File: src/shared/aoscc_pkg.sv
// aoscc_pkg: register map, field layout and timing constants of the output serializer control
`default_nettype none
package aoscc_pkg;
    // ************************************************************
    // register map
    // ************************************************************
    localparam logic [12:0] ADDR_PHASE     = 13'h0016;
    localparam logic [12:0] ADDR_SER_MODE  = 13'h0021;
    localparam logic [12:0] ADDR_PWR_MODE  = 13'h0008;
    localparam logic [12:0] ADDR_USER_IO2  = 13'h0101;
    localparam logic [12:0] ADDR_USER_IO3  = 13'h0102;
    localparam logic [12:0] ADDR_CLK_MON   = 13'h0112;
    localparam logic [12:0] ADDR_VREF      = 13'h0114;

    // ************************************************************
    // reset values and writable masks
    // ************************************************************
    localparam logic [7:0] RST_PHASE    = 8'h03;
    localparam logic [7:0] RST_SER_MODE = 8'h30;
    localparam logic [7:0] RST_ZERO     = 8'h00;
    localparam logic [7:0] RST_CLK_MON  = 8'h07;
    localparam logic [7:0] MSK_PHASE    = 8'h0f;
    localparam logic [7:0] MSK_SER_MODE = 8'h70;
    localparam logic [7:0] MSK_PWR_MODE = 8'h03;
    localparam logic [7:0] MSK_USER_IO2 = 8'h01;
    localparam logic [7:0] MSK_USER_IO3 = 8'h08;
    localparam logic [7:0] MSK_CLK_MON  = 8'h3f;
    localparam logic [7:0] MSK_VREF     = 8'h07;

    // ************************************************************
    // field codes
    // ************************************************************
    localparam logic [7:0] SER_DDR_BYTE = 8'h30;
    localparam logic [7:0] SER_DDR_BIT  = 8'h20;
    localparam logic [7:0] SER_SDR_BYTE = 8'h10;
    localparam logic [7:0] SER_SDR_BIT  = 8'h00;
    localparam logic [7:0] SER_DDR_WORD = 8'h40;
    localparam logic [3:0] PHASE_MAX    = 4'hb;
    localparam logic [1:0] PWR_NORMAL   = 2'h0;
    localparam logic [1:0] PWR_DIGRST   = 2'h3;
    localparam logic [2:0] RECOV_ON     = 3'h5;
    localparam logic [2:0] RECOV_SETUP  = 3'h7;
    localparam int         PHASE_STEP_DEG = 60;
    localparam int         MULT_DDR2    = 4;
    localparam int         MULT_SLOW    = 8;
    localparam int         WORD_BITS    = 16;

    // ************************************************************
    // timing
    // ************************************************************
    localparam int RECOVER_CYCLES = 31000000;
    localparam int INIT_CYCLES    = 16;
    localparam int CALIB_CYCLES   = 64;
    // control port frame: instruction bits, then the count of the last data bit
    localparam logic [4:0] INSTR_BITS = 5'h10;
    localparam logic [4:0] FRAME_LAST = 5'h17;

    typedef struct packed {
        logic [3:0] phase_code;
        logic [9:0] phase_deg;
        logic       ddr;
        logic [3:0] clk_mult;
        logic [1:0] lanes;
        logic       bitwise;
    } aoscc_fmt_s;
endpackage : aoscc_pkg
`default_nettype wire
File: src/core/aoscc_core.sv
// aoscc_core: serial control port registers, format decode and datapath reset/recovery control
`default_nettype none
// Operation
// - phase code steps sixty degrees, saturates 660
// - mode register selects lane format and multiplier
// - mode register resets to two-lane DDR bytewise
// - SDR data clock twice the two-lane DDR rate
// - user io two bit0 drops pin pull-down
// - user io three bit3 powers down common-mode
// - recovery off: corruption holds until reset
// - recovery on restores after 31 million cycles
// - recovery setup field resets to 111
// - power-on init; host resets after unstable clock
// - digital reset calibrates, spares control port
module aoscc_core #(
    parameter int RECOVER_CYCLES = aoscc_pkg::RECOVER_CYCLES
) (
    // clock and reset
    input  wire logic               sys_clk,
    input  wire logic               rstn,
    // serial control port pins
    input  wire logic               sclk,
    input  wire logic               csb_n,
    input  wire logic               sdio_in,
    output logic                    sdio_out,
    output logic                    sdio_oe_n,
    // status from the sampling side
    input  wire logic               clk_glitch,
    // control outputs to datapath and analog
    output aoscc_pkg::aoscc_fmt_s   fmt,
    output logic                    datapath_rst,
    output logic                    calib_busy,
    output logic                    datapath_corrupt,
    output logic                    pulldown_en,
    output logic                    common_mode_voltage_pd,
    output logic [2:0]              vref_sel
);
    // ************************************************************
    // pin synchronisers
    // ************************************************************
    // sclk is sampled like any pin, so it must stay several sys_clk in each level
    logic [1:0] sclk_sy;
    logic [1:0] csb_sy;
    logic [1:0] sdi_sy;
    logic [1:0] gl_sy;
    logic       sclk_d;
    always_ff @(posedge sys_clk or negedge rstn) begin
        if (!rstn) begin
            sclk_sy <= 2'h0;
            csb_sy  <= 2'h3;
            sdi_sy  <= 2'h0;
            gl_sy   <= 2'h0;
            sclk_d  <= 1'b0;
        end else begin
            sclk_sy <= {sclk_sy[0], sclk};
            csb_sy  <= {csb_sy[0], csb_n};
            sdi_sy  <= {sdi_sy[0], sdio_in};
            gl_sy   <= {gl_sy[0], clk_glitch};
            sclk_d  <= sclk_sy[1];
        end
    end
    // edges are qualified by select so a deselected port never shifts
    wire sel  = !csb_sy[1];
    wire rise = sel && sclk_sy[1] && !sclk_d;
    wire fall = sel && !sclk_sy[1] && sclk_d;

    // ************************************************************
    // serial frame: 16-bit instruction, then 8-bit data
    // ************************************************************
    logic [4:0]  bit_cnt;
    logic [15:0] instr;
    logic [7:0]  wdata;
    logic [7:0]  rshift;
    logic        wr_pulse;
    wire         is_read = instr[15];
    wire  [12:0] addr    = instr[12:0];

    function automatic logic [7:0] rd_mux(
        input logic [12:0] a,
        input logic [7:0]  ph,
        input logic [7:0]  sm,
        input logic [7:0]  pm,
        input logic [7:0]  u2,
        input logic [7:0]  u3,
        input logic [7:0]  cm,
        input logic [7:0]  vr
    );
        unique case (a)
            aoscc_pkg::ADDR_PHASE:    rd_mux = ph & aoscc_pkg::MSK_PHASE;
            aoscc_pkg::ADDR_SER_MODE: rd_mux = sm & aoscc_pkg::MSK_SER_MODE;
            aoscc_pkg::ADDR_PWR_MODE: rd_mux = pm & aoscc_pkg::MSK_PWR_MODE;
            aoscc_pkg::ADDR_USER_IO2: rd_mux = u2 & aoscc_pkg::MSK_USER_IO2;
            aoscc_pkg::ADDR_USER_IO3: rd_mux = u3 & aoscc_pkg::MSK_USER_IO3;
            aoscc_pkg::ADDR_CLK_MON:  rd_mux = cm & aoscc_pkg::MSK_CLK_MON;
            aoscc_pkg::ADDR_VREF:     rd_mux = vr & aoscc_pkg::MSK_VREF;
            default:                  rd_mux = aoscc_pkg::RST_ZERO;
        endcase
    endfunction : rd_mux

    logic [7:0] r_phase;
    logic [7:0] r_ser;
    logic [7:0] r_pwr;
    logic [7:0] r_io2;
    logic [7:0] r_io3;
    logic [7:0] r_cmon;
    logic [7:0] r_vref;

    // only power-on reset touches the control port
    always_ff @(posedge sys_clk or negedge rstn) begin
        if (!rstn) begin
            bit_cnt  <= 5'h00;
            instr    <= 16'h0000;
            wdata    <= 8'h00;
            wr_pulse <= 1'b0;
        end else begin
            wr_pulse <= 1'b0;
            // writes step the address only after the write has used it
            if (wr_pulse) begin
                instr <= instr + 16'h0001;
            end
            if (!sel) begin
                bit_cnt <= 5'h00;
            end else if (rise) begin
                if (bit_cnt < aoscc_pkg::INSTR_BITS) begin
                    instr <= {instr[14:0], sdi_sy[1]};
                end else begin
                    wdata <= {wdata[6:0], sdi_sy[1]};
                end
                if (bit_cnt == aoscc_pkg::FRAME_LAST) begin
                    wr_pulse <= !is_read;
                    bit_cnt  <= aoscc_pkg::INSTR_BITS;
                    // reads step here, ahead of the first fall of the next byte
                    if (is_read) begin
                        instr <= instr + 16'h0001;
                    end
                end else begin
                    bit_cnt <= bit_cnt + 5'h01;
                end
            end
        end
    end

    // ************************************************************
    // read data path
    // ************************************************************
    // read data shifts out on falling edges once the instruction is in
    always_ff @(posedge sys_clk or negedge rstn) begin
        if (!rstn) begin
            rshift    <= 8'h00;
            sdio_oe_n <= 1'b1;
        end else begin
            sdio_oe_n <= !(sel && is_read && bit_cnt >= aoscc_pkg::INSTR_BITS);
            if (fall && bit_cnt == aoscc_pkg::INSTR_BITS) begin
                rshift <= rd_mux(addr, r_phase, r_ser, r_pwr, r_io2, r_io3, r_cmon, r_vref);
            end else if (fall) begin
                rshift <= {rshift[6:0], 1'b0};
            end
        end
    end
    assign sdio_out = rshift[7];

    // ************************************************************
    // register bank
    // ************************************************************
    always_ff @(posedge sys_clk or negedge rstn) begin
        if (!rstn) begin
            r_phase <= aoscc_pkg::RST_PHASE;
            r_ser   <= aoscc_pkg::RST_SER_MODE;
            r_pwr   <= aoscc_pkg::RST_ZERO;
            r_io2   <= aoscc_pkg::RST_ZERO;
            r_io3   <= aoscc_pkg::RST_ZERO;
            r_cmon  <= aoscc_pkg::RST_CLK_MON;
            r_vref  <= aoscc_pkg::RST_ZERO;
        end else if (wr_pulse) begin
            unique case (addr)
                aoscc_pkg::ADDR_PHASE:    r_phase <= wdata & aoscc_pkg::MSK_PHASE;
                aoscc_pkg::ADDR_SER_MODE: r_ser   <= wdata & aoscc_pkg::MSK_SER_MODE;
                aoscc_pkg::ADDR_PWR_MODE: r_pwr   <= wdata & aoscc_pkg::MSK_PWR_MODE;
                aoscc_pkg::ADDR_USER_IO2: r_io2   <= wdata & aoscc_pkg::MSK_USER_IO2;
                aoscc_pkg::ADDR_USER_IO3: r_io3   <= wdata & aoscc_pkg::MSK_USER_IO3;
                aoscc_pkg::ADDR_CLK_MON:  r_cmon  <= wdata & aoscc_pkg::MSK_CLK_MON;
                aoscc_pkg::ADDR_VREF:     r_vref  <= wdata & aoscc_pkg::MSK_VREF;
                default:                  ;
            endcase
        end
    end

    // ************************************************************
    // format decode
    // ************************************************************
    function automatic aoscc_pkg::aoscc_fmt_s decode(input logic [7:0] ph, input logic [7:0] sm);
        logic [3:0] code;
        code = (ph[3:0] > aoscc_pkg::PHASE_MAX) ? aoscc_pkg::PHASE_MAX : ph[3:0];
        decode.phase_code = code;
        decode.phase_deg  = 10'(int'(code) * aoscc_pkg::PHASE_STEP_DEG);
        decode.lanes      = 2'h2;
        decode.bitwise    = 1'b0;
        unique case (sm)
            aoscc_pkg::SER_DDR_BIT:  decode.bitwise = 1'b1;
            aoscc_pkg::SER_SDR_BIT:  decode.bitwise = 1'b1;
            aoscc_pkg::SER_DDR_WORD: decode.lanes   = 2'h1;
            default:                 ;
        endcase
        decode.ddr = (sm != aoscc_pkg::SER_SDR_BYTE) && (sm != aoscc_pkg::SER_SDR_BIT);
        // SDR and one-lane run the clock twice as fast
        decode.clk_mult = (decode.ddr && decode.lanes == 2'h2) ? 4'(aoscc_pkg::MULT_DDR2)
                                                                 : 4'(aoscc_pkg::MULT_SLOW);
    endfunction : decode

    // reset format is fixed, so the async reset branch loads a constant
    localparam aoscc_pkg::aoscc_fmt_s FMT_RST = decode(aoscc_pkg::RST_PHASE, aoscc_pkg::RST_SER_MODE);

    always_ff @(posedge sys_clk or negedge rstn) begin
        if (!rstn) begin
            fmt <= FMT_RST;
        end else begin
            fmt <= decode(r_phase, r_ser);
        end
    end

    // ************************************************************
    // analog controls
    // ************************************************************
    // analog controls
    always_ff @(posedge sys_clk or negedge rstn) begin
        if (!rstn) begin
            pulldown_en            <= 1'b1;
            common_mode_voltage_pd <= 1'b0;
            vref_sel               <= 3'h0;
        end else begin
            pulldown_en            <= !r_io2[0];
            common_mode_voltage_pd <= r_io3[3];
            vref_sel               <= r_vref[2:0];
        end
    end

    // ************************************************************
    // init, digital reset, calibration and glitch recovery
    // ************************************************************
    // wide enough for the full recovery count; a bench may shorten it by parameter
    logic [24:0] rec_cnt;
    logic [6:0]  cal_cnt;
    logic        gl_d;
    wire         dig_rst  = (r_pwr[1:0] == aoscc_pkg::PWR_DIGRST);
    wire         rec_on   = (r_cmon[5:3] == aoscc_pkg::RECOV_ON) && (r_cmon[2:0] == aoscc_pkg::RECOV_SETUP);
    wire         gl_rise  = gl_sy[1] && !gl_d;

    // power-on initialisation counts as a calibration
    // digital reset holds datapath and restarts calibration
    always_ff @(posedge sys_clk or negedge rstn) begin
        if (!rstn) begin
            cal_cnt      <= 7'(aoscc_pkg::INIT_CYCLES + aoscc_pkg::CALIB_CYCLES);
            datapath_rst <= 1'b1;
            calib_busy   <= 1'b1;
        end else begin
            datapath_rst <= dig_rst;
            if (dig_rst) begin
                cal_cnt <= 7'(aoscc_pkg::CALIB_CYCLES);
            end else if (cal_cnt != 7'h00) begin
                cal_cnt <= cal_cnt - 7'h01;
            end
            calib_busy <= dig_rst || (cal_cnt != 7'h00);
        end
    end

    // recovery on clears after the count
    always_ff @(posedge sys_clk or negedge rstn) begin
        if (!rstn) begin
            gl_d             <= 1'b0;
            datapath_corrupt <= 1'b0;
            rec_cnt          <= 25'h000_0000;
        end else begin
            gl_d <= gl_sy[1];
            // a new glitch wins over a clearing reset in the same cycle
            if (gl_rise) begin
                datapath_corrupt <= 1'b1;
                rec_cnt          <= 25'(RECOVER_CYCLES);
            end else if (dig_rst) begin
                datapath_corrupt <= 1'b0;
                rec_cnt          <= 25'h000_0000;
            end else if (datapath_corrupt && rec_on) begin
                if (rec_cnt <= 25'h000_0001) begin
                    datapath_corrupt <= 1'b0;
                end
                rec_cnt <= rec_cnt - 25'h000_0001;
            end
        end
    end
endmodule : aoscc_core
`default_nettype wire

File: config.mk
export PLATFORM = sky130hd
export DESIGN_NAME = aoscc_core
export DESIGN_NICKNAME = d
export VERILOG_FILES = /design/src/shared/aoscc_pkg.sv /design/src/core/aoscc_core.sv
export SDC_FILE = /design/constraint.sdc
export NUM_CORES = 1
export LEC_CHECK = 0
export BUFFER_PORTS_ARGS = -buffer_cell sky130_fd_sc_hd__clkbuf_2
export CAP_MARGIN = 10
export CORE_MARGIN = 3
export CORE_UTILIZATION = 55
export CTS_CLUSTER_DIAMETER = 50
export DETAILED_ROUTE_END_ITERATION = 8
export PLACE_DENSITY = 0.77
export SYNTH_ARGS = -nofsm -noshare
export SYNTH_HDL_FRONTEND = slang
export SYNTH_SLANG_ARGS = --single-unit
File: constraint.sdc
create_clock -name sys_clk -period 6.5 [get_ports sys_clk]
set_input_delay 0.325 -clock sys_clk [delete_from_list [all_inputs] [get_ports sys_clk]]
set_output_delay 0.325 -clock sys_clk [all_outputs]
set_load 0.005 [all_outputs]
==> impl.org, run 1 <==
** Routing
- Dividing the detail-routed via count by the number of cells gives 6.106.
- Summing over every cut layer, the via total after detailed routing is 4,842.
- TritonRoute pass-1 iters :: 5
- In this run, the number of DRC markers left after iteration 0 of detailed routing was 373.
- Avg WL per Cell :: 16.35 um
- In this run the remaining antenna-violating nets after routing total 0.
- Post-route DRC :: 0
- Wirelength, routed :: 12,960 um

** Die
- After floorplanning, the core was divided into 38 placement rows.
- Vertical die dimension :: 113.3 um
- I/O pin count :: 38
- The initial utilization of the core area, before any placement, comes to 0.5744.
- The die covers 12,840 um^2.
- The floorplan step set the die width to 113.3 um.
- Std-Cell Core Area :: 11,030 um^2

** Yosys
- Combinational family with the most area after synthesis :: simple AND/OR/NAND/NOR gates
- In this run, distinct cell masters in the synthesized netlist total 62.
- Synthesis handed over a netlist of 615 instances.
- Synthesis warning total :: 0
- Of the total synthesized cell area, the portion taken by XOR and XNOR cells is 0.06220.
- In the synthesized netlist the dominant register cell turns out to be dfrtp_1.
- Of the total synthesized cell area, the portion taken by AND, OR, NAND and NOR gates is 0.1829.
- Multiplexer fraction of the synthesized cell area :: 0.05292
- Number of register bits inferred by synthesis :: 125
- Yosys mapped a number of flops with a built-in enable equal to 0.
- Share of the synthesized area in compound gates (AO/OA/AOI/OAI) :: 0.1145
- Mean Syn Cell Area :: 10.30 um^2
- Cell area after technology mapping :: 6336 um^2
- In the synthesized netlist the async set-or-reset flop fraction comes to 1.000.
- Of the synthesized area, sequential elements account for 0.4982.
- Synthesized-area fraction occupied by adder cells :: 0.04818

** STA
- Setup violators final :: 0
- At the pin with the least slew margin, the transition time is 0.9503 ns.
- The count of endpoints failing hold in the final timing report is 0.
- In the finished design, the share of the clock period the worst path needs comes to 0.4547.
- The total count of max-transition violations in the final report is 0.
- RSZ-0062 raised after global routing :: false
- Clk_skew :: 0.007269 ns
- Adding up every negative setup slack in the final design gives 0 ns.
- In this run the tightest slew margin relative to its limit is 0.3665.
- Derived from the worst setup path, the maximum achievable clock frequency is 338.3 MHz.
- Setup slack closes at 3.544 ns.
- Crit path time final :: 2.956 ns

** Placed design
- Post-Place Cells :: 759
- At the placement stage, the worst setup path has a slack of 3.522 ns.
- HPWL Detailed :: 8640 um
- Port buffer count :: 33
- At the end of routability-driven placement, the weighted congestion stood at 0.8433.

** Final layout
- Relative to the synthesized area, the layout overhead comes to 12.56%.
- The finished layout holds 793 standard cells, fillers aside.
- After filler insertion, the fill cell instance count of the layout stands at 850.
- The repair_antennas step left the layout with diodes totalling 0.
- After the last flow step, the layout net total stands at 668.
- Fraction of final layout cells sized beyond drive strength 1 :: 0.1930

** Clock tree
- Buffer count from post-CTS setup fixing :: 0
- H-tree level count :: 4
- Number of clock sinks :: 125
- Cell at the root of the clock tree :: clkbuf_16
- CTS clock-pin slew for the worst setup and hold paths :: 0.05 ns
- In this run the deepest clock path goes through 2 buffers.
- The clock reaches the later pin of the worst-skew pair after 0.41 ns.
- Number of buffers inserted during clock tree synthesis :: 17
- TritonCTS built the clock tree.

** GRT
- The number of antenna violations at the first check in global routing is 0.
- The number of global-route vias before repair is 4,562.
- The first global-routing pass estimated 22,360 um of wire.
- Maximum number of pins on one net before global-route repair :: 68
- In the global route stage, overall resource usage came out at 0.2178.
- The total overflow left after global routing is 0.

** Hold path
- Hold crit path type :: primary input to async pin

** Critical path
- Count of buffer and inverter cells on the critical path :: 2
- At the worst endpoint, the required time is 6.80 ns.
- In this design, the largest share of critical-path delay is due to adder cells.
- Slowest cell on the critical path :: fa_1
- Sequence of cells on the critical path :: inv_1, nand2_1, fa_1, inv_1, fa_1, ha_1, a21o_1, a21oi_1, nor2b_1, o21ai_0, nand2b_1
- Maximum fanout along the worst path :: 9
- The worst setup path is captured at a flip-flop.
- For the worst setup path, the data arrival time is 3.25 ns.
- The worst setup path is launched from a flip-flop.
- Stage delay of the slowest cell on the critical path :: 0.53 ns
- Worst setup path class :: flip-flop to flip-flop

** Flow run
- Across the run, the number of max-cap violations was 0.

** Run status
- The flow ran to the end, and the final reports show no timing, DRC or antenna violations.

** Pwr
- Pwr/cell area :: 281.3 nW/um^2
- In this run the static leakage power is 0.003147 uW.
- Worst VDD drop :: 191.6 uV
[flip-flops by register name (all words and copies together) (netlist names), 2 cells and up]
signal,cells
bit_cnt,5
cal_cnt,7
csb_sy,2
fmt,17
gl_sy,2
instr,16
r_cmon,6
r_phase,4
r_pwr,2
r_ser,3
r_vref,3
rec_cnt,25
rshift,8
sclk_sy,2
sdi_sy,2
vref_sel,3
wdata,7
[cells in the final DEF (no fill, tap or decap), types with 4 or more instances in the layout]
cell / synthesis / layout
a21o_1: 4 / 4
a21oi_1: 25 / 25
a221oi_1: 5 / 5
a22oi_1: 6 / 6
a31oi_1: 7 / 7
a32oi_1: 4 / 4
and2_1: 6 / 6
and3_1: 7 / 7
and4_1: 4 / 4
clkbuf_16: 0 / 17
clkbuf_2: 0 / 32
clkinv_2: 0 / 5
clkinvlp_4: 0 / 4
conb_1: 1 / 4
dfrtp_1: 102 / 102
dfstp_2: 23 / 23
fa_1: 4 / 4
ha_1: 18 / 18
inv_1: 29 / 29
mux2_2: 28 / 28
nand2_1: 50 / 50
nand2b_1: 4 / 4
nand3_1: 19 / 19
nand4_1: 18 / 18
nor2_1: 45 / 45
nor2b_1: 5 / 5
nor3_1: 19 / 19
nor4_1: 12 / 12
o21a_1: 4 / 4
o21ai_0: 26 / 26
o22ai_1: 11 / 11
o31ai_1: 7 / 7
xnor2_1: 25 / 25
xor2_1: 20 / 20
[kinds of logic after synthesis]
logic type      Yosys count
xor+xnor                 45
compound gates          113
fa+ha+maj                22
simple gates            216
buf+inv                  63
other cells               1
flops                   125
mux                      30
[final timing paths]
kind / slack, ns / endpoint / startpoint / depth (start not counted)
max in group asynchronous: 5.23 / bit_cnt[3] / rstn / 2
hold / removal: 0.02 / fmt[17] / rstn / 1
setup reg to reg: 3.54 / fmt[17] / r_phase[3] / 11
min in group sys_clk: 0.02 / sdi_sy[0] / sdio_in / 1
setup / recovery: 3.54 / fmt[17] / r_phase[3] / 11
hold reg to reg: 0.35 / sdi_sy[1] / sdi_sy[0] / 0
[cell usage after synthesis, types with 11 or more instances]
cell type,instances,area share
dfrtp_1,102,0.40
nand2_1,50,0.030
nor2_1,45,0.027
inv_1,29,0.017
mux2_2,28,0.050
clkbuf_1,27,0.016
o21ai_0,26,0.021
a21oi_1,25,0.020
xnor2_1,25,0.035
dfstp_2,23,0.095
xor2_1,20,0.028
nand3_1,19,0.015
nor3_1,19,0.015
ha_1,18,0.036
nand4_1,18,0.018
nor4_1,12,0.012
o22ai_1,11,0.011
[report_power, final]
group / switching (uW) / leakage (uW) / internal [uW]
Combinational: 114 / 0.00136 / 88.4
Clock: 336 / 0.000265 / 542
Sequential: 100 / 0.00152 / 826
Total: 551 / 0.00315 / 1460
[metrics by stage]
step	area, um^2	hold WS [ns]	utilization	power [uW]
4_1_cts	7132	0.0006273	0.6466	2017
5_1_grt	7132	0.0002040	0.6466	2096
6_report	7132	0.01805	0.6466	2006
2_1_floorplan	6347	0.02941	-	1076
3_3_place_gp	6558	0.3326	0.5945	1124
3_5_place_dp	6558	0.3419	0.5945	1133
[layer usage]
metal / global-route usage / vias to the layer above / wire length, um
met2: 0.3290 / 172 / 6190
met1: 0.2978 / 2396 / 5741
met5: 0 / - / 0
li1: - / 2243 / -
met3: 0.05187 / 31 / 727
met4: 0.1034 / 0 / 304
[layout make-up]
type | count | area [um^2] | area share
multi-input combinational | 430 | 2934 | 0.4114
clock buffer | 21 | 460.4 | 0.06456
inverter | 29 | 108.9 | 0.01526
sequential | 125 | 3157 | 0.4426
clock inverter | 11 | 93.84 | 0.01316
timing repair buffer | 37 | 202.7 | 0.02842
tap | 140 | 175.2 | 0.02456
[repair_timing]
| action | in CTS | in global routing |
|---|---|---|
| hold buffers | 2 | 0 |
| gates resized for setup | 0 | 0 |
| endpoints found under the hold margin | 2 | 0 |
(Power assumes the default switching activity.)
==> inputs of run 2 (changes only) <==
- clock period: 6.5 -> 2.79 ns (I/O delays scaled with it)
==> impl.org, run 2 (synthesis results as in run 1) <==
** Run status
- Result of the run :: finished, final reports clean (unchanged)

** Clock tree
- Clk buf depth :: 2 (unchanged)
- H-tree level count :: 4 (unchanged)
- The clock latency at the later pin of the worst-skew pair came to 0.41 ns (about the same).
- CTS clock-pin slew for the worst setup and hold paths :: 0.05 ns (about the same)
- Number of clock sinks :: 125 (unchanged)
- Number of buffers inserted during clock tree synthesis :: 17 (unchanged)
- The TritonCTS clock tree is built (unchanged).
- Cell at the root of the clock tree :: clkbuf_16 (unchanged)

** STA
- The maximum clock skew at final layout came to 0.006899 ns (was 0.007269 ns).
- The count of endpoints failing hold in the final timing report is 0 (unchanged).
- Setup violators final :: 0 (unchanged)
- The slew of the pin with the lowest slew margin is 0.8582 ns (was 0.9503 ns).
- The worst relative slew slack was 0.4279 (was 0.3665).
- The minimum period implied by the final worst setup slack came to 2.736 ns (was 2.956 ns).
- The post-route fraction of the period consumed by the critical path is 0.9808 (was 0.4547).
- The total count of max-transition violations in the final report was 0 (unchanged).
- The achievable clock frequency is 365.5 MHz (was 338.3 MHz).
- RSZ-0062 raised after global routing: true (was false).
- Setup TNS :: 0 ns (unchanged)

** Final layout
- Largest registers: rec_cnt: 25 flops, fmt: 17 flops, instr: 16 flops (unchanged).
- The post-route cell area came to 7246 um^2 (was 7132 um^2).
- Antenna fix cells :: 0 (unchanged)
- The layout net count is 680 (was 668).
- The leading cell type in the layout, fill and taps excluded is dfrtp_1 (unchanged).
- The fraction of layout instances using a drive strength above 1 was 0.2090 (was 0.1930).
- The non-filler instance count after layout was 805 (was 793).
- The number of flip-flops under the largest register name came to 25 (unchanged).
- Highest-count cells in the layout ignoring fill and taps :: dfrtp_1 (101), nand2_1 (49), nor2_1 (45) (was dfrtp_1 (102), nand2_1 (50), nor2_1 (45))
- The area overhead of the layout relative to synthesis came to 14.36% (was 12.56%).
- Register with the highest flop count :: rec_cnt (unchanged)

** Routing
- The post-detailed-routing wire length came to 13,410 um (was 12,960 um).
- The final routed wire length divided by cell count came to 16.66 um (was 16.35 um).
- The detail-routed via count per cell is 5.952 (was 6.106).
- Post-route DRC :: 0 (unchanged)
- The vias after detailed routing was 4,791 (was 4,842).
- The number of iterations in the first detailed-routing pass came to 8 (was 5).
- The first-iteration detailed-routing DRC count came to 365 (was 373).
- The number of nets still failing antenna checks after routing was 0 (unchanged).

** Die
- The initial standard-cell utilization of the core came to 0.5744 (unchanged).
- I/O pin count :: 38 (unchanged)
- Floorplan die width :: 113.3 um (unchanged)
- The floorplan die area came to 12,840 um^2 (unchanged).
- The row count was 38 (unchanged).
- The chip height was 113.3 um (unchanged).
- Std-Cell Core Area :: 11,030 um^2 (unchanged)

** Pwr
- Logic pwr share :: 0.108 (was 0.101)
- The sequential cell fraction of total power is 0.457 (was 0.461).
- Power Internal :: 3427 uW (was 1456 uW)
- The leakage component of the power is 0.003215 uW (was 0.003147 uW).
- Worst VDD drop :: 654.7 uV (was 191.6 uV)
- The switching part of the total power was 0.2685 (was 0.2744).
- The net load switching power came to 1258 uW (was 550.5 uW).
- The clock network fraction of total power is 0.435 (was 0.437).
- Pwr/cell area :: 646.5 nW/um^2 (was 281.3 nW/um^2)

** Critical path
- The critical-path maximum fanout is 2 (was 9).
- The delay of the slowest cell on the worst path was 0.55 ns (was 0.53 ns).
- The kind of capture point of the worst setup path is a flip-flop (unchanged).
- The cell at the slowest stage of the critical path is fa_1 (unchanged).
- Sequence of cells on the critical path: a21o_1, inv_2, fa_1, inv_2, fa_1, ha_1, a21o_1, a21oi_2, nor2b_1, o21ai_1, nand2b_1 (was inv_1, nand2_1, fa_1, inv_1, fa_1, ha_1, a21o_1, a21oi_1, nor2b_1, o21ai_0, nand2b_1).
- The worst endpoint data arrival time came to 3.04 ns (was 3.25 ns).
- Worst setup path class :: flip-flop to flip-flop (unchanged)
- Worst Setup Start Kind :: flip-flop (unchanged)
- The critical path data required time is 3.10 ns (was 6.80 ns).

** Placed design
- Port buffer count :: 33 (unchanged)
- Post-Place Cells :: 765 (was 759)
- The HPWL after detailed placement is 9036 um (was 8640 um).
- The instance area at placement was 6615 um^2 (was 6558 um^2).
- The routability-driven placement congestion ratio was 0.8301 (was 0.8433).

** GRT
- The first-pass GRT wire length came to 22,680 um (was 22,360 um).
- The remaining global-route overflow is 0 (unchanged).
- Total track usage :: 0.2182 (was 0.2178)
- Initial antenna violation count :: 0 (unchanged)
- Via count of the first global-routing pass :: 4,776 (was 4,562)
- Maximum number of pins on one net before global-route repair :: 68 (unchanged)

** Flow run
- Max-capacitance violation count :: 0 (unchanged)

** Hold path
- Hold crit path type :: flip-flop to flip-flop (was primary input to async pin)
[run 2: cell count changes in the layout (fill, tap and decap cells not counted), sizes merged]
cell,change
clkinvlp,-3
clkinv,-1
buf,+9
clkbuf,+4
dlygate4sd3,+3
[run 2: cell type report]
type | count | area [um^2]
Clock buffer | 25 | 485.5
Multi-Input combinational cell | 430 | 2943
Timing Repair Buffer | 49 | 312.8
Fill cell | 856 | 3785
Sequential cell | 125 | 3158
Tap cell | 140 | 175.2
Inverter | 29 | 108.9
Clock inverter | 7 | 62.56
[run 2: timing repair]
item,in CTS,in global routing
gates resized for setup,5,3
gates cloned,0,0
hold buffers,5,0
pin swaps,0,7
hold endpoints to repair,59,0
setup buffers,0,3
endpoints found under the setup margin,2,3
[run 2: through the flow]
step                hold WS, ns  worst slack [ns]  utilization  power, uW
floorplan               -0.1561           0.07827            -       2508
global placement         0.2299           0.05755       0.5997       2632
detailed placement       0.2288          -0.08178       0.5997       2659
CTS                      0.3444           0.02387       0.6548       4702
global route             0.3558          -0.04785       0.6569       4883
finish                   0.3515           0.05368       0.6569       4685
[run 2: worst paths after layout]
| kind | from | endpoint | slack (ns) | cells after the start |
|---|---|---|---|---|
| worst max-delay path | r_phase[1] | fmt[17] | 0.05 | 11 |
| worst min-delay path | sclk_sy[0] | sclk_sy[1] | 0.35 | 0 |
| worst max register to register | r_phase[1] | fmt[17] | 0.05 | 11 |
| worst min register to register | sclk_sy[0] | sclk_sy[1] | 0.35 | 0 |
| max in group asynchronous | rstn | fmt[7] | 1.55 | 3 |
| min in group asynchronous | rstn | fmt[14] | 0.38 | 2 |
[run 2: power by group through the flow]
stage / combinational, uW / clock [uW] / sequential, uW
3_3_place_gp: 472 / 0 / 2160
5_1_grt: 565 / 2150 / 2160
4_1_cts: 503 / 2060 / 2140
2_1_floorplan: 478 / 0 / 2030
3_5_place_dp: 494 / 0 / 2160
6_report: 506 / 2040 / 2140
[run 2: critical path: cells and delay by family, from the launching register on]
kind	cells	cell delay (ns)
buffers and inverters	2	0.10
and+or+nand+nor	2	0.14
AOI/OAI and AO/OA	4	0.57
adders and majority gates	3	1.29
DFF	1	0.53
[run 2: layer usage]
layer,up-vias,routed length [um],global-route usage,share of wire
li1,2260,-,-,-
met1,2375,5991,0.2814,0.45
met3,12,720,0.06578,0.054
met2,144,6548,0.3582,0.49
met5,-,0,0,0
met4,0,150,0.06330,0.011
==> inputs of run 3 (changes only) <==
- PLACE_DENSITY: 0.77 -> default
- PLACE_DENSITY_LB_ADDON: default -> 0.3
==> impl.org, run 3 (synthesis results as in run 1) <==
** Clock tree
- The TritonCTS clock tree is built (unchanged).
- Cell at the root of the clock tree :: clkbuf_16 (unchanged)
- Latest clock arrival within the worst-skew pair :: 0.41 ns (about the same)
- H-tree level count :: 4 (unchanged)
- Number of buffers inserted during clock tree synthesis :: 17 (unchanged)
- The CTS sink count is 125 (unchanged).
- CTS clock-pin slew for the worst setup and hold paths :: 0.05 ns (about the same)
- Clk buf depth :: 2 (unchanged)

** Final layout
- Antenna fix cells :: 0 (unchanged)
- The register bank with the most flops is rec_cnt (unchanged).
- Highest-count cells in the layout ignoring fill and taps: dfrtp_1 (102), nand2_1 (49), nor2_1 (45) (was dfrtp_1 (101), nand2_1 (49), nor2_1 (45)).
- Largest register FFs :: 25 (unchanged)
- Total Nets Final :: 681 (was 680)
- The area overhead of the layout relative to synthesis came to 15.42% (was 14.36%).
- Design Area, Final :: 7313 um^2 (was 7246 um^2)
- Largest registers :: rec_cnt: 25 flops, fmt: 17 flops, instr: 16 flops (unchanged)
- The leading cell type in the layout, fill and taps excluded was dfrtp_1 (unchanged).
- Fraction of final layout cells sized beyond drive strength 1 :: 0.2105 (was 0.2090)

** Routing
- The number of nets still failing antenna checks after routing is 0 (unchanged).
- Total number of vias :: 4,797 (was 4,791)
- TritonRoute pass-1 iters :: 6 (was 8)
- The first-iteration detailed-routing DRC count was 451 (was 365).
- Avg WL per Cell :: 17.02 um (was 16.66 um)
- The final routed DRC violation total is 0 (unchanged).
- The post-detailed-routing wire length came to 13,700 um (was 13,410 um).
- Detail-routed via count per cell :: 5.959 (was 5.952)

** STA
- The total count of max-transition violations in the final report came to 0 (unchanged).
- The minimum period implied by the final worst setup slack was 2.769 ns (was 2.736 ns).
- Share of the cycle needed by the critical path after routing :: 0.9926 (was 0.9808)
- The final setup violation count was 0 (unchanged).
- RSZ-0062 raised after global routing :: true (unchanged)
- The slew of the pin with the lowest slew margin was 0.6677 ns (was 0.8582 ns).
- Final count of hold timing violations :: 0 (unchanged)
- The achievable clock frequency came to 361.1 MHz (was 365.5 MHz).
- Clk_skew :: 0.007411 ns (was 0.006899 ns)
- The tightest hold margin was 0.2853 ns (was 0.3515 ns).
- Slew HR :: 0.5486 (was 0.4279)

** Pwr
- The maximum vdd ir drop was 677.9 uV (was 654.7 uV).
- The leakage component of the power is 0.003259 uW (was 0.003215 uW).
- Pwr/cell area :: 669.1 nW/um^2 (was 646.5 nW/um^2)

** GRT
- The remaining global-route overflow came to 0 (unchanged).
- The number of antenna violations at the first check in global routing was 0 (unchanged).
- Total track usage :: 0.2271 (was 0.2182)
- The first-pass GRT wire length is 23,390 um (was 22,680 um).
- The maximum number of pins on one net before global-route repair is 83 (was 68).
- The number of global-route vias before repair is 4,853 (was 4,776).

** Critical path
- The critical path data required time was 3.08 ns (was 3.10 ns).
- Maximum fanout along the worst path :: 3 (was 2)
- The class of the most critical setup path is flip-flop to flip-flop (unchanged).
- The kind of capture point of the worst setup path is a flip-flop (unchanged).
- Worst Setup Start Kind :: flip-flop (unchanged)
- The worst endpoint data arrival time is 3.06 ns (was 3.04 ns).

** Flow run
- Max-capacitance violation count :: 0 (unchanged)

** Die
- The initial standard-cell utilization of the core is 0.5744 (unchanged).
- Count of standard-cell rows :: 38 (unchanged)
- Floorplan die width :: 113.3 um (unchanged)
- The chip height came to 113.3 um (unchanged).
- The area of the placeable core is 11,030 um^2 (unchanged).
- I/O pin count :: 38 (unchanged)
- The floorplan die area is 12,840 um^2 (unchanged).

** Placed design
- Port buffer count :: 33 (unchanged)
- Final GP Congestion :: 0.8779 (was 0.8301)
- HPWL Detailed :: 9089 um (was 9036 um)
- The instance area at placement is 6623 um^2 (was 6615 um^2).

** Hold path
- Hold crit path type :: primary input to async pin (was flip-flop to flip-flop)

** Run status
- Result of the run :: finished, final reports clean (unchanged)
==> run 3: area by class of cell <==
cell class	count	area, um^2
Clock buffer	24	491.7
Sequential cell	125	3157
Clock inverter	7	110.1
Fill cell	839	3717
Inverter	29	108.9
Multi-Input combinational cell	430	2950
Timing Repair Buffer	50	320.3
Tap cell	140	175.2
==> run 3: critical path, cell delays in order, from the launching register on <==
cell and delay (ns):
dfstp_2 0.54, a21o_1 0.13, inv_2 0.05, fa_1 0.52
inv_2 0.05, fa_1 0.56, ha_1 0.23, a21o_1 0.16
a21oi_2 0.15, nor2b_1 0.06, o21ai_1 0.13, nand2b_1 0.06
==> run 3: worst paths after layout <==
check,from,to,slack (ns),cells past startpoint
setup / recovery,r_phase[1],fmt[17],0.02,11
hold / removal,rstn,fmt[16],0.29,2
setup reg to reg,r_phase[1],fmt[17],0.02,11
hold reg to reg,gl_sy[0],gl_sy[1],0.35,0
max in group asynchronous,rstn,fmt[2],1.65,3
min in group sys_clk,gl_sy[0],gl_sy[1],0.35,0
==> run 3: timing repair <==
action,4_1_cts,5_1_grt
gates cloned,0,0
setup endpoints to repair,2,3
pin swaps,0,7
setup buffers,0,3
hold buffers,5,0
hold endpoints to repair,41,0
resized for setup,2,5
==> run 3: layer usage <==
metal,vias up,share of wire,global-route usage,routed length [um]
li1,2256,-,-,-
met1,2355,0.44,0.2966,6044
met2,157,0.49,0.3630,6684
met5,-,0,0,0
met4,0,0.020,0.08494,271
met3,29,0.051,0.06364,702
==> run 3: where the power goes <==
part           leakage (uW)  internal [uW]  switching [uW]
Sequential          0.00152           1920             219
Clock              0.000300           1490             753
Combinational       0.00144            217             291
==> run 3: metrics by stage <==
stage	setup WS [ns]	power (uW)	setup TNS [ns]	cells	utilization
2_1_floorplan	0.07827	2508	0	618	-
3_3_place_gp	0.06099	2629	0	766	0.6004
3_5_place_dp	-0.04775	2661	-0.05560	766	0.6004
4_1_cts	-0.03532	4921	-0.03532	802	0.6601
5_1_grt	-0.1045	5097	-0.1837	805	0.6630
6_report	0.02053	4893	0	805	0.6630
